--- src/core/ssx_alu_cfg.svh ---
// Purpose: constants for the subtract/swap/xor execution datapath
// Assumes: 8-bit data, 7-bit file address
// Notes: widths, bit positions, destination codes and reset values only
`ifndef SSX_ALU_CFG_SVH
`define SSX_ALU_CFG_SVH
`define SSX_DATA_W 8
`define SSX_ADDR_W 7
`define SSX_NIB_LO_MSB 3
`define SSX_NIB_HI_LSB 4
`define SSX_DEST_W 1'b0
`define SSX_DEST_F 1'b1
`define SSX_W_RST 8'h00
`define SSX_STAT_RST 3'b000
`endif

--- src/core/ssx_alu_pkg.sv ---
// Purpose: types for the subtract/swap/xor execution datapath
// Assumes: decoder presents one opcode per cycle with i_op_valid
// Notes: one-hot operation codes
package ssx_alu_pkg;
    typedef enum logic [4:0] {
        SSX_SUB_FROM_LITERAL_OP = 5'b0_0001,
        SSX_SUB_FROM_FILE_OP    = 5'b0_0010,
        SSX_NIBBLE_EXCHANGE_OP  = 5'b0_0100,
        SSX_XOR_FILE_OP         = 5'b0_1000,
        SSX_XOR_LITERAL_OP      = 5'b1_0000
    } ssx_op_t;
endpackage

--- src/core/ssx_alu.sv ---
// Purpose: execution of five byte instructions with flag and destination handling
// Assumes: file register array and decoder on same clock; one op per valid cycle
// Notes: results and flags are registered, visible one cycle after the op
`timescale 1ns/100ps
`include "ssx_alu_cfg.svh"
module ssx_alu (
    input wire logic i_core_clk,
    input wire logic i_arst_n,
    input wire logic i_op_valid,
    input wire logic [4:0] i_op,
    input wire logic i_dest_sel,
    input wire logic [6:0] i_file_addr,
    input wire logic [7:0] i_file_data,
    input wire logic [7:0] i_literal,
    output logic [7:0] o_work_reg,
    output logic o_carry_flag,
    output logic o_digit_carry_flag,
    output logic o_zero_flag,
    output logic o_file_we,
    output logic [6:0] o_file_addr,
    output logic [7:0] o_file_wdata
);
    ////////////////////////////////////////////////////////////////////////////
    logic rst_s1_q;
    logic rst_s2_q;
    always_ff @(posedge i_core_clk or negedge i_arst_n) begin
        if (!i_arst_n) begin
            rst_s1_q <= 1'b0;
            rst_s2_q <= 1'b0;
        end else begin
            rst_s1_q <= 1'b1;
            rst_s2_q <= rst_s1_q;
        end
    end
    wire logic rst_n = rst_s2_q;

    ////////////////////////////////////////////////////////////////////////////
    // subtraction as a + ~b + 1; carry outs are the no-borrow flags
    function automatic logic [9:0] sub_nb(input logic [7:0] a, input logic [7:0] b);
        logic [4:0] lo;
        logic [8:0] full;
        lo = {1'b0, a[3:0]} + {1'b0, ~b[3:0]} + 5'h01;
        full = {1'b0, a} + {1'b0, ~b} + 9'h001;
        return {full[8], lo[4], full[7:0]};
    endfunction

    ssx_alu_pkg::ssx_op_t op;
    assign op = ssx_alu_pkg::ssx_op_t'(i_op);
    logic [9:0] sub_lit;
    logic [9:0] sub_file;
    assign sub_lit = sub_nb(i_literal, o_work_reg);
    assign sub_file = sub_nb(i_file_data, o_work_reg);

    logic [7:0] res_d;
    logic to_file_d;
    logic flags_c_d;
    logic upd_cdc_d;
    logic upd_z_d;
    logic c_d;
    logic dc_d;
    always_comb begin
        res_d = 8'h00;
        to_file_d = 1'b0;
        upd_cdc_d = 1'b0;
        upd_z_d = 1'b0;
        c_d = o_carry_flag;
        dc_d = o_digit_carry_flag;
        unique case (op)
            ssx_alu_pkg::SSX_SUB_FROM_LITERAL_OP: begin
                res_d = sub_lit[7:0];
                c_d = sub_lit[9];
                dc_d = sub_lit[8];
                upd_cdc_d = 1'b1;
                upd_z_d = 1'b1;
            end
            ssx_alu_pkg::SSX_SUB_FROM_FILE_OP: begin
                res_d = sub_file[7:0];
                c_d = sub_file[9];
                dc_d = sub_file[8];
                to_file_d = (i_dest_sel == `SSX_DEST_F);
                upd_cdc_d = 1'b1;
                upd_z_d = 1'b1;
            end
            ssx_alu_pkg::SSX_NIBBLE_EXCHANGE_OP: begin
                res_d = {i_file_data[`SSX_NIB_LO_MSB:0], i_file_data[7:`SSX_NIB_HI_LSB]};
                to_file_d = (i_dest_sel == `SSX_DEST_F);
            end
            ssx_alu_pkg::SSX_XOR_FILE_OP: begin
                res_d = o_work_reg ^ i_file_data;
                to_file_d = (i_dest_sel == `SSX_DEST_F);
                upd_z_d = 1'b1;
            end
            ssx_alu_pkg::SSX_XOR_LITERAL_OP: begin
                res_d = o_work_reg ^ i_literal;
                upd_z_d = 1'b1;
            end
            // illegal codes do nothing
            default: begin
                res_d = 8'h00;
            end
        endcase
    end
    assign flags_c_d = upd_cdc_d;

    ////////////////////////////////////////////////////////////////////////////
    logic legal_op;
    assign legal_op = i_op_valid && ($countones(i_op) == 1);

    always_ff @(posedge i_core_clk or negedge rst_n) begin
        if (!rst_n) begin
            o_work_reg <= `SSX_W_RST;
            o_file_we <= 1'b0;
            o_file_addr <= 7'h00;
            o_file_wdata <= 8'h00;
        end else begin
            o_file_we <= legal_op && to_file_d;
            o_file_addr <= i_file_addr;
            o_file_wdata <= res_d;
            if (legal_op && !to_file_d) begin
                o_work_reg <= res_d;
            end
        end
    end

    always_ff @(posedge i_core_clk or negedge rst_n) begin
        if (!rst_n) begin
            {o_carry_flag, o_digit_carry_flag, o_zero_flag} <= `SSX_STAT_RST;
        end else if (legal_op) begin
            if (flags_c_d) begin
                o_carry_flag <= c_d;
                o_digit_carry_flag <= dc_d;
            end
            if (upd_z_d) begin
                o_zero_flag <= (res_d == 8'h00);
            end
        end
    end
endmodule

--- config.mk ---
export PLATFORM = sky130hd
export DESIGN_NAME = ssx_alu
export DESIGN_NICKNAME = d
export VERILOG_FILES = /design/src/core/ssx_alu_pkg.sv /design/src/core/ssx_alu.sv
export VERILOG_INCLUDE_DIRS = /design/src /design/src/core
export SDC_FILE = /design/constraint.sdc
export NUM_CORES = 1
export LEC_CHECK = 0
export BUFFER_PORTS_ARGS = -buffer_cell sky130_fd_sc_hd__buf_2
export CORE_UTILIZATION = 53
export DETAILED_ROUTE_END_ITERATION = 10
export GPL_TIMING_DRIVEN = 0
export PLACE_DENSITY_LB_ADDON = 0.3
export SYNTH_ARGS = -nofsm -noshare
export SYNTH_HDL_FRONTEND = slang
export SYNTH_SLANG_ARGS = --single-unit
export TNS_END_PERCENT = 50
--- constraint.sdc ---
create_clock -name i_core_clk -period 1 [get_ports i_core_clk]
set_input_delay 0.15 -clock i_core_clk [delete_from_list [all_inputs] [get_ports i_core_clk]]
set_output_delay 0.15 -clock i_core_clk [all_outputs]
set_load 0.005 [all_outputs]
==> results.py, run 1 <==
metrics = {
    "placed_design": {
        "io_buffers": 57,
        "dpl_cell_area_sq_um": 2620,
        "finalWeightedCongestion": 0.966,
        "placedCellCount": 352,
        "dpl_worst_slack_ns": -2.21,
        "place_hpwl_um": 4630,
    },
    "critical_path": {
        "endpoint": "o_zero_flag",
        "path_cells": "buf_8, fa_1, inv_1, fa_2, inv_2, ha_4, or4b_4, a211o_4, nor4_4, nand3_1, o41ai_2",
        "end_kind": "flop",
        "cp_max_fo": 2,
        "cp_top_family": "adder cells",
        "cp.required_ns": 1.18,
        "critPathKind": "in2reg",
        "regToRegEndpoint": "o_zero_flag",
        "path_buf_inv": 3,
        "critical_path_cell_count": 11,
        "worstSetupStartpoint": "i_op[0]",
        "worstRegToRegCells": 10,
        "r2r_setup_slack_ns": -1.51,
        "critPathArrivalTime_ns": 2.79,
        "slowest_stage": "or4b_4",
        "r2r-start": "o_work_reg[0]",
        "critPathMaxStageDelay_ns": 0.56,
        "start_kind": "input port",
    },
    "logic_synthesis": {
        "syn_avg_cell_area_sq_um": 9.23,
        "synth_top_cell_by_area": "dfrtp_1",
        "syn-cell-area_sq_um": 2260,
        "yosys-top-cells-area": "dfrtp_1 (32%), ha_1 (12%), inv_1 (4.2%)",
        "yosysUniqueCellTypes": 56,
        "synth_edf_count": 0,
        "yosysWarnings": 0,
        "synthCells": 245,
        "ys_async_sr_fraction_pct": 100,
        "syn_nets": 303,
        "ys_seq_area_share_pct": 32.1,
        "synth_top_area_share_pct": 32.1,
        "ys_seq_elements": 29,
        "ys.flop_type": "dfrtp_1",
    },
    "final_layout": {
        "nFillCells": 198,
        "fin_area_sq_um": 3420,
        "fin_util_pct": 84.2,
        "layout-drive-gt1-share_pct": 46.6,
        "final_cells": 387,
        "layout_commonest_cell": "buf_2",
        "mostFrequentLayoutCells": "buf_2 (50), dfrtp_1 (23), inv_1 (21)",
        "diodes": 0,
        "area_growth_syn_to_layout_pct": 51.1,
        "layout.nets": 394,
    },
    "cts": {
        "cts_tree": "built",
        "worstSkewPairLatency_ns": 0.28,
        "h-tree-depth": 2,
        "cts_buffer_depth": 2,
        "cts_buffers": 5,
        "clock_sinks": 29,
        "cts-root-buf": "clkbuf_8",
        "cts.clk_slew.worst_paths_ns": 0.06,
    },
    "sta": {
        "fmax_mhz": 383,
        "slew_viol_final": 0,
        "max-slew-margin-rel_pct": 61.9,
        "worst_pin_slew_ns": 0.571,
        "fin_hold_ws_ns": 0.0797,
        "worst_slack_ns": -1.61,
        "setup_tns_ns": -25.97,
        "fin_worst_skew_ns": 0.00819,
        "hold_viol_final": 0,
        "rsz0062_at_grt": "true",
        "setup_viol": 28,
        "fin_crit_sh_pct": 261,
        "finalCriticalPeriod_ns": 2.61,
    },
    "routing": {
        "wire_per_inst_um": 22.1,
        "drt_first_pass_iters": 6,
        "vias": 2507,
        "drtIter0Drc": 337,
        "postRouteAntennaNets": 0,
        "drc": 0,
        "routed_wl_um": 8540,
        "viasPerCell": 6.48,
    },
    "floorplanning": {
        "initial_core_util_pct": 55.7,
        "core_sq_um": 4060,
        "die_h_um": 67.3,
        "rows": 23,
        "fp.dieW_um": 67.3,
        "pin_count": 59,
        "die_area_sq_um": 4530,
    },
    "power_and_ir_drop": {
        "p_total_mw": 7.49,
        "power_density_nw_per_um2": 2190,
        "peakVddDrop_v": 0.00144,
        "p_leak_nw": 1.59,
    },
    "global_routing": {
        "track_usage_pct": 36.1,
        "grt_pass1_wl_um": 11800,
        "overflow": 0,
        "antenna_found_initial": 0,
        "grt_max_degree": 28,
        "grt_pass1_vias": 2395,
    },
    "min_path": {
        "worstHoldStart": "i_op[4]",
        "whs_path_depth": 2,
        "hp-class": "in2reg",
    },
    "run_status": {
        "failed_checks": "negative setup slack",
        "status": "finished with violations",
    },
    "job": {
        "cap_violations": 0,
    },
}
[cells in the mapped netlist, types with 3 or more instances]
cell / n
nor3_1: 7
fa_1: 4
a22oi_1: 4
a21oi_1: 16
dfrtp_1: 29
a21o_1: 4
nand3_1: 3
xor2_1: 4
nor2_1: 18
o21ai_0: 10
and2_1: 3
inv_1: 25
a211oi_1: 4
xnor2_1: 10
nand2_1: 10
nand2b_1: 7
o22ai_1: 10
ha_1: 22
o21a_1: 5
[worst min path at each step]
| stage | slack [ns] | to |
|---|---|---|
| floorplan | -0.15 | rst_n |
| global placement | -0.06 | rst_n |
| detailed placement | -0.06 | rst_n |
| CTS | 0.08 | o_file_we |
| global route | 0.07 | o_file_we |
| finish | 0.08 | o_file_we |
[power breakdown]
part           switching, mW  internal, mW
Sequential             0.294          1.46
Combinational           2.48          2.33
Clock                  0.435         0.493
Total                   3.21          4.28
[repair_timing]
item,CTS,global route
cloned,1,0
pin swaps,18,14
gates resized for setup,80,28
endpoints found under the hold margin,9,0
setup endpoints to repair,53,28
buffers inserted,17,4
hold buffers,8,0
[worst register-to-register path, stage by stage, from the launching register on]
cell	delay [ns]
dfrtp_2	0.45
ha_4	0.16
inv_2	0.04
fa_2	0.38
xnor2_2	0.14
nor2_1	0.08
a221oi_2	0.20
o211ai_1	0.28
nor4_4	0.34
nand3_1	0.14
o41ai_2	0.21
[per-layer routing]
layer	vias to the layer above	global-route usage (%)	share of wire, %
li1	1075	-	-
met1	1175	42.8	37
met2	192	60.8	48
met3	65	7.43	8.8
met4	0	19.9	6.3
met5	-	0	0
[logic make-up (layout without fill, tap and decap cells)]
kind of cell / after synthesis / in the layout / synth area share, %
xor+xnor: 14 / 14 / 5.42
mux: 3 / 3 / 1.44
buf+inv: 32 / 124 / 6.36
other cells: 1 / 1 / 0.166
simple gates: 62 / 62 / 14.7
fa+ha+maj: 26 / 26 / 15.7
compound gates: 78 / 78 / 24.1
flops: 29 / 29 / 32.1
[final cells by class]
| cell class | count | area (sq um) | area share, % |
|---|---|---|---|
| Tap cell | 50 | 62.6 | 1.83 |
| Clock buffer | 8 | 80.1 | 2.34 |
| Inverter | 25 | 93.8 | 2.75 |
| Buffer | 6 | 63.8 | 1.87 |
| Timing Repair Buffer | 85 | 613 | 17.9 |
| Sequential cell | 29 | 733 | 21.5 |
| Multi-Input combinational cell | 184 | 1770 | 51.8 |
Note: power is estimated with default switching activity, not from simulation.
==> run 2: changes to the inputs <==
- CORE_UTILIZATION: 53 -> 57
- RECOVER_POWER: default -> 100
- clock period: 1 -> 3.3 ns (I/O delays scaled with it)
==> run 2 against run 1 <==
  * The run now ends clean
  * Total power decreased by 77%
  * Flip-flop and latch count unchanged
  * Clock skew decreased by 0.00097 ns
  * Final area decreased by 21%
  * First-iteration DRC count decreased by 46%
  * Non-clock buffer count decreased by 26
  * Clock power decreased by 69%
  * Cell count decreased by 7.5%
  * Global-route usage decreased by 7.1 points
  * Sequential power decreased by 70%
  * Largest cell class unchanged
==> results.py, run 2 (synthesis gave the netlist of run 1 again) <==
metrics = {
    "floorplanning": {
        "die_area_sq_um": 4220,
        "die_h_um": 65.0,
        "pin_count": 59,
        "initial_core_util_pct": 60.4,
        "fp.dieW_um": 65.0,
        "rows": 22,
        "core_sq_um": 3740,
    },
    "routing": {
        "drtIter0Drc": 181,
        "drt_first_pass_iters": 5,
        "routed_wl_um": 5620,
        "dr_wl_met3_um": 350,
        "viasPerCell": 5.80,
        "wl_met2_um": 2840,
        "wl_met1_um": 2390,
        "wire_per_inst_um": 15.7,
        "drc": 0,
        "vias": 2078,
        "top_layer": "met4",
        "postRouteAntennaNets": 0,
    },
    "global_routing": {
        "antenna_found_initial": 0,
        "grt_pass1_wl_um": 9290,
        "grt_pass1_vias": 1989,
        "grt_max_degree": 28,
        "overflow": 0,
        "track_usage_pct": 29.0,
    },
    "critical_path": {
        "cp.required_ns": 3.49,
        "critPathKind": "in2reg",
        "end_kind": "flop",
        "critPathArrivalTime_ns": 3.32,
        "cp_max_fo": 10,
        "start_kind": "input port",
    },
    "placed_design": {
        "io_buffers": 57,
        "finalWeightedCongestion": 0.923,
        "dpl_cell_area_sq_um": 2610,
        "place_hpwl_um": 4410,
        "placedCellCount": 350,
    },
    "cts": {
        "cts_buffer_depth": 2,
        "cts_buffers": 5,
        "worstSkewPairLatency_ns": 0.28,
        "cts_tree": "built",
        "cts.clk_slew.worst_paths_ns": 0.06,
        "cts-root-buf": "clkbuf_8",
        "h-tree-depth": 2,
        "clock_sinks": 29,
    },
    "final_layout": {
        "area_growth_syn_to_layout_pct": 19.4,
        "nFillCells": 315,
        "diodes": 0,
        "layout-drive-gt1-share_pct": 23.2,
        "mostFrequentLayoutCells": "buf_2 (49), dfrtp_1 (29), inv_1 (25)",
        "layout.nets": 368,
        "fin_util_pct": 72.1,
        "fin_area_sq_um": 2700,
        "layout_commonest_cell": "buf_2",
        "final_cells": 358,
    },
    "sta": {
        "setup_viol": 0,
        "fin_hold_ws_ns": 0.321,
        "worst_pin_slew_ns": 1.03,
        "hold_viol_final": 0,
        "setup_tns_ns": 0,
        "rsz0062_at_grt": "false",
        "fmax_mhz": 319,
        "fin_crit_sh_pct": 94.9,
        "slew_viol_final": 0,
        "max-slew-margin-rel_pct": 31.0,
        "fin_worst_skew_ns": 0.00722,
        "finalCriticalPeriod_ns": 3.13,
    },
    "power_and_ir_drop": {
        "power_density_nw_per_um2": 647,
        "p_leak_nw": 1.32,
        "peakVddDrop_v": 0.000446,
    },
    "run_status": {
        "status": "complete, no violations",
    },
    "job": {
        "cap_violations": 0,
    },
    "min_path": {
        "hp-class": "in2reg",
    },
}
==> run 2: cell count changes in the layout (fill, tap and decap cells not counted), sizes merged <==
cell / change
buf: -30
clkbuf: +10
dlygate4sd3: -7
==> run 2: metal layers <==
layer	track usage, %	up-vias
li1	-	1013
met2	49.3	80
met1	38.7	980
met4	5.28	0
met5	0	-
met3	5.28	5
==> run 2: final timing paths <==
path                                startpoint               to  slack [ns]  cells after the start
worst max-delay path                   i_op[0]    o_work_reg[1]        0.17                     12
worst min-delay path            i_file_addr[4]   o_file_addr[4]        0.32                      1
worst max register to register   o_work_reg[0]      o_zero_flag        0.63                      9
worst min register to register        rst_s1_q            rst_n        0.35                      0
max in group asynchronous                rst_n  o_file_wdata[1]        2.24                      0
min in group asynchronous                rst_n  o_file_wdata[2]        0.43                      0
==> run 2: layout make-up <==
type	instances	area, sq um	area share [%]
sequential	29	726	26.9
timing repair buffer	58	285	10.6
inverter	25	93.8	3.48
tap	48	60.1	2.22
buffer	7	51.3	1.90
multi-input combinational	184	1400	51.8
clock buffer	7	86.3	3.20
==> run 2: metrics by stage <==
stage	total power [mW]	worst slack, ns
global placement	1.43	-0.157
detailed placement	1.45	-0.215
CTS	1.74	0.0203
finish	1.75	0.167
floorplan	1.19	0.161
global route	1.89	0.0272
==> run 2: timing repair <==
item / 4_1_cts / 5_1_grt
endpoints found under the hold margin: 2 / 0
gates resized for setup: 0 / 4
hold buffers: 1 / 0
setup buffers: 0 / 0
setup endpoints to repair: 0 / 7
==> run 2: critical path, cell delays in order <==
cell      delay (ns)
buf_2           0.12
fa_1            0.53
inv_1           0.05
fa_1            0.35
inv_1           0.06
ha_1            0.21
or4b_1          0.50
clkbuf_2        0.16
nor2_1          0.36
clkbuf_2        0.31
nand2_1         0.09
o21ai_0         0.08
==> run 2: power by group <==
| part | internal [mW] | switching, mW |
|---|---|---|
| combinational | 0.441 | 0.498 |
| clock | 0.165 | 0.122 |
| sequential | 0.435 | 0.0864 |
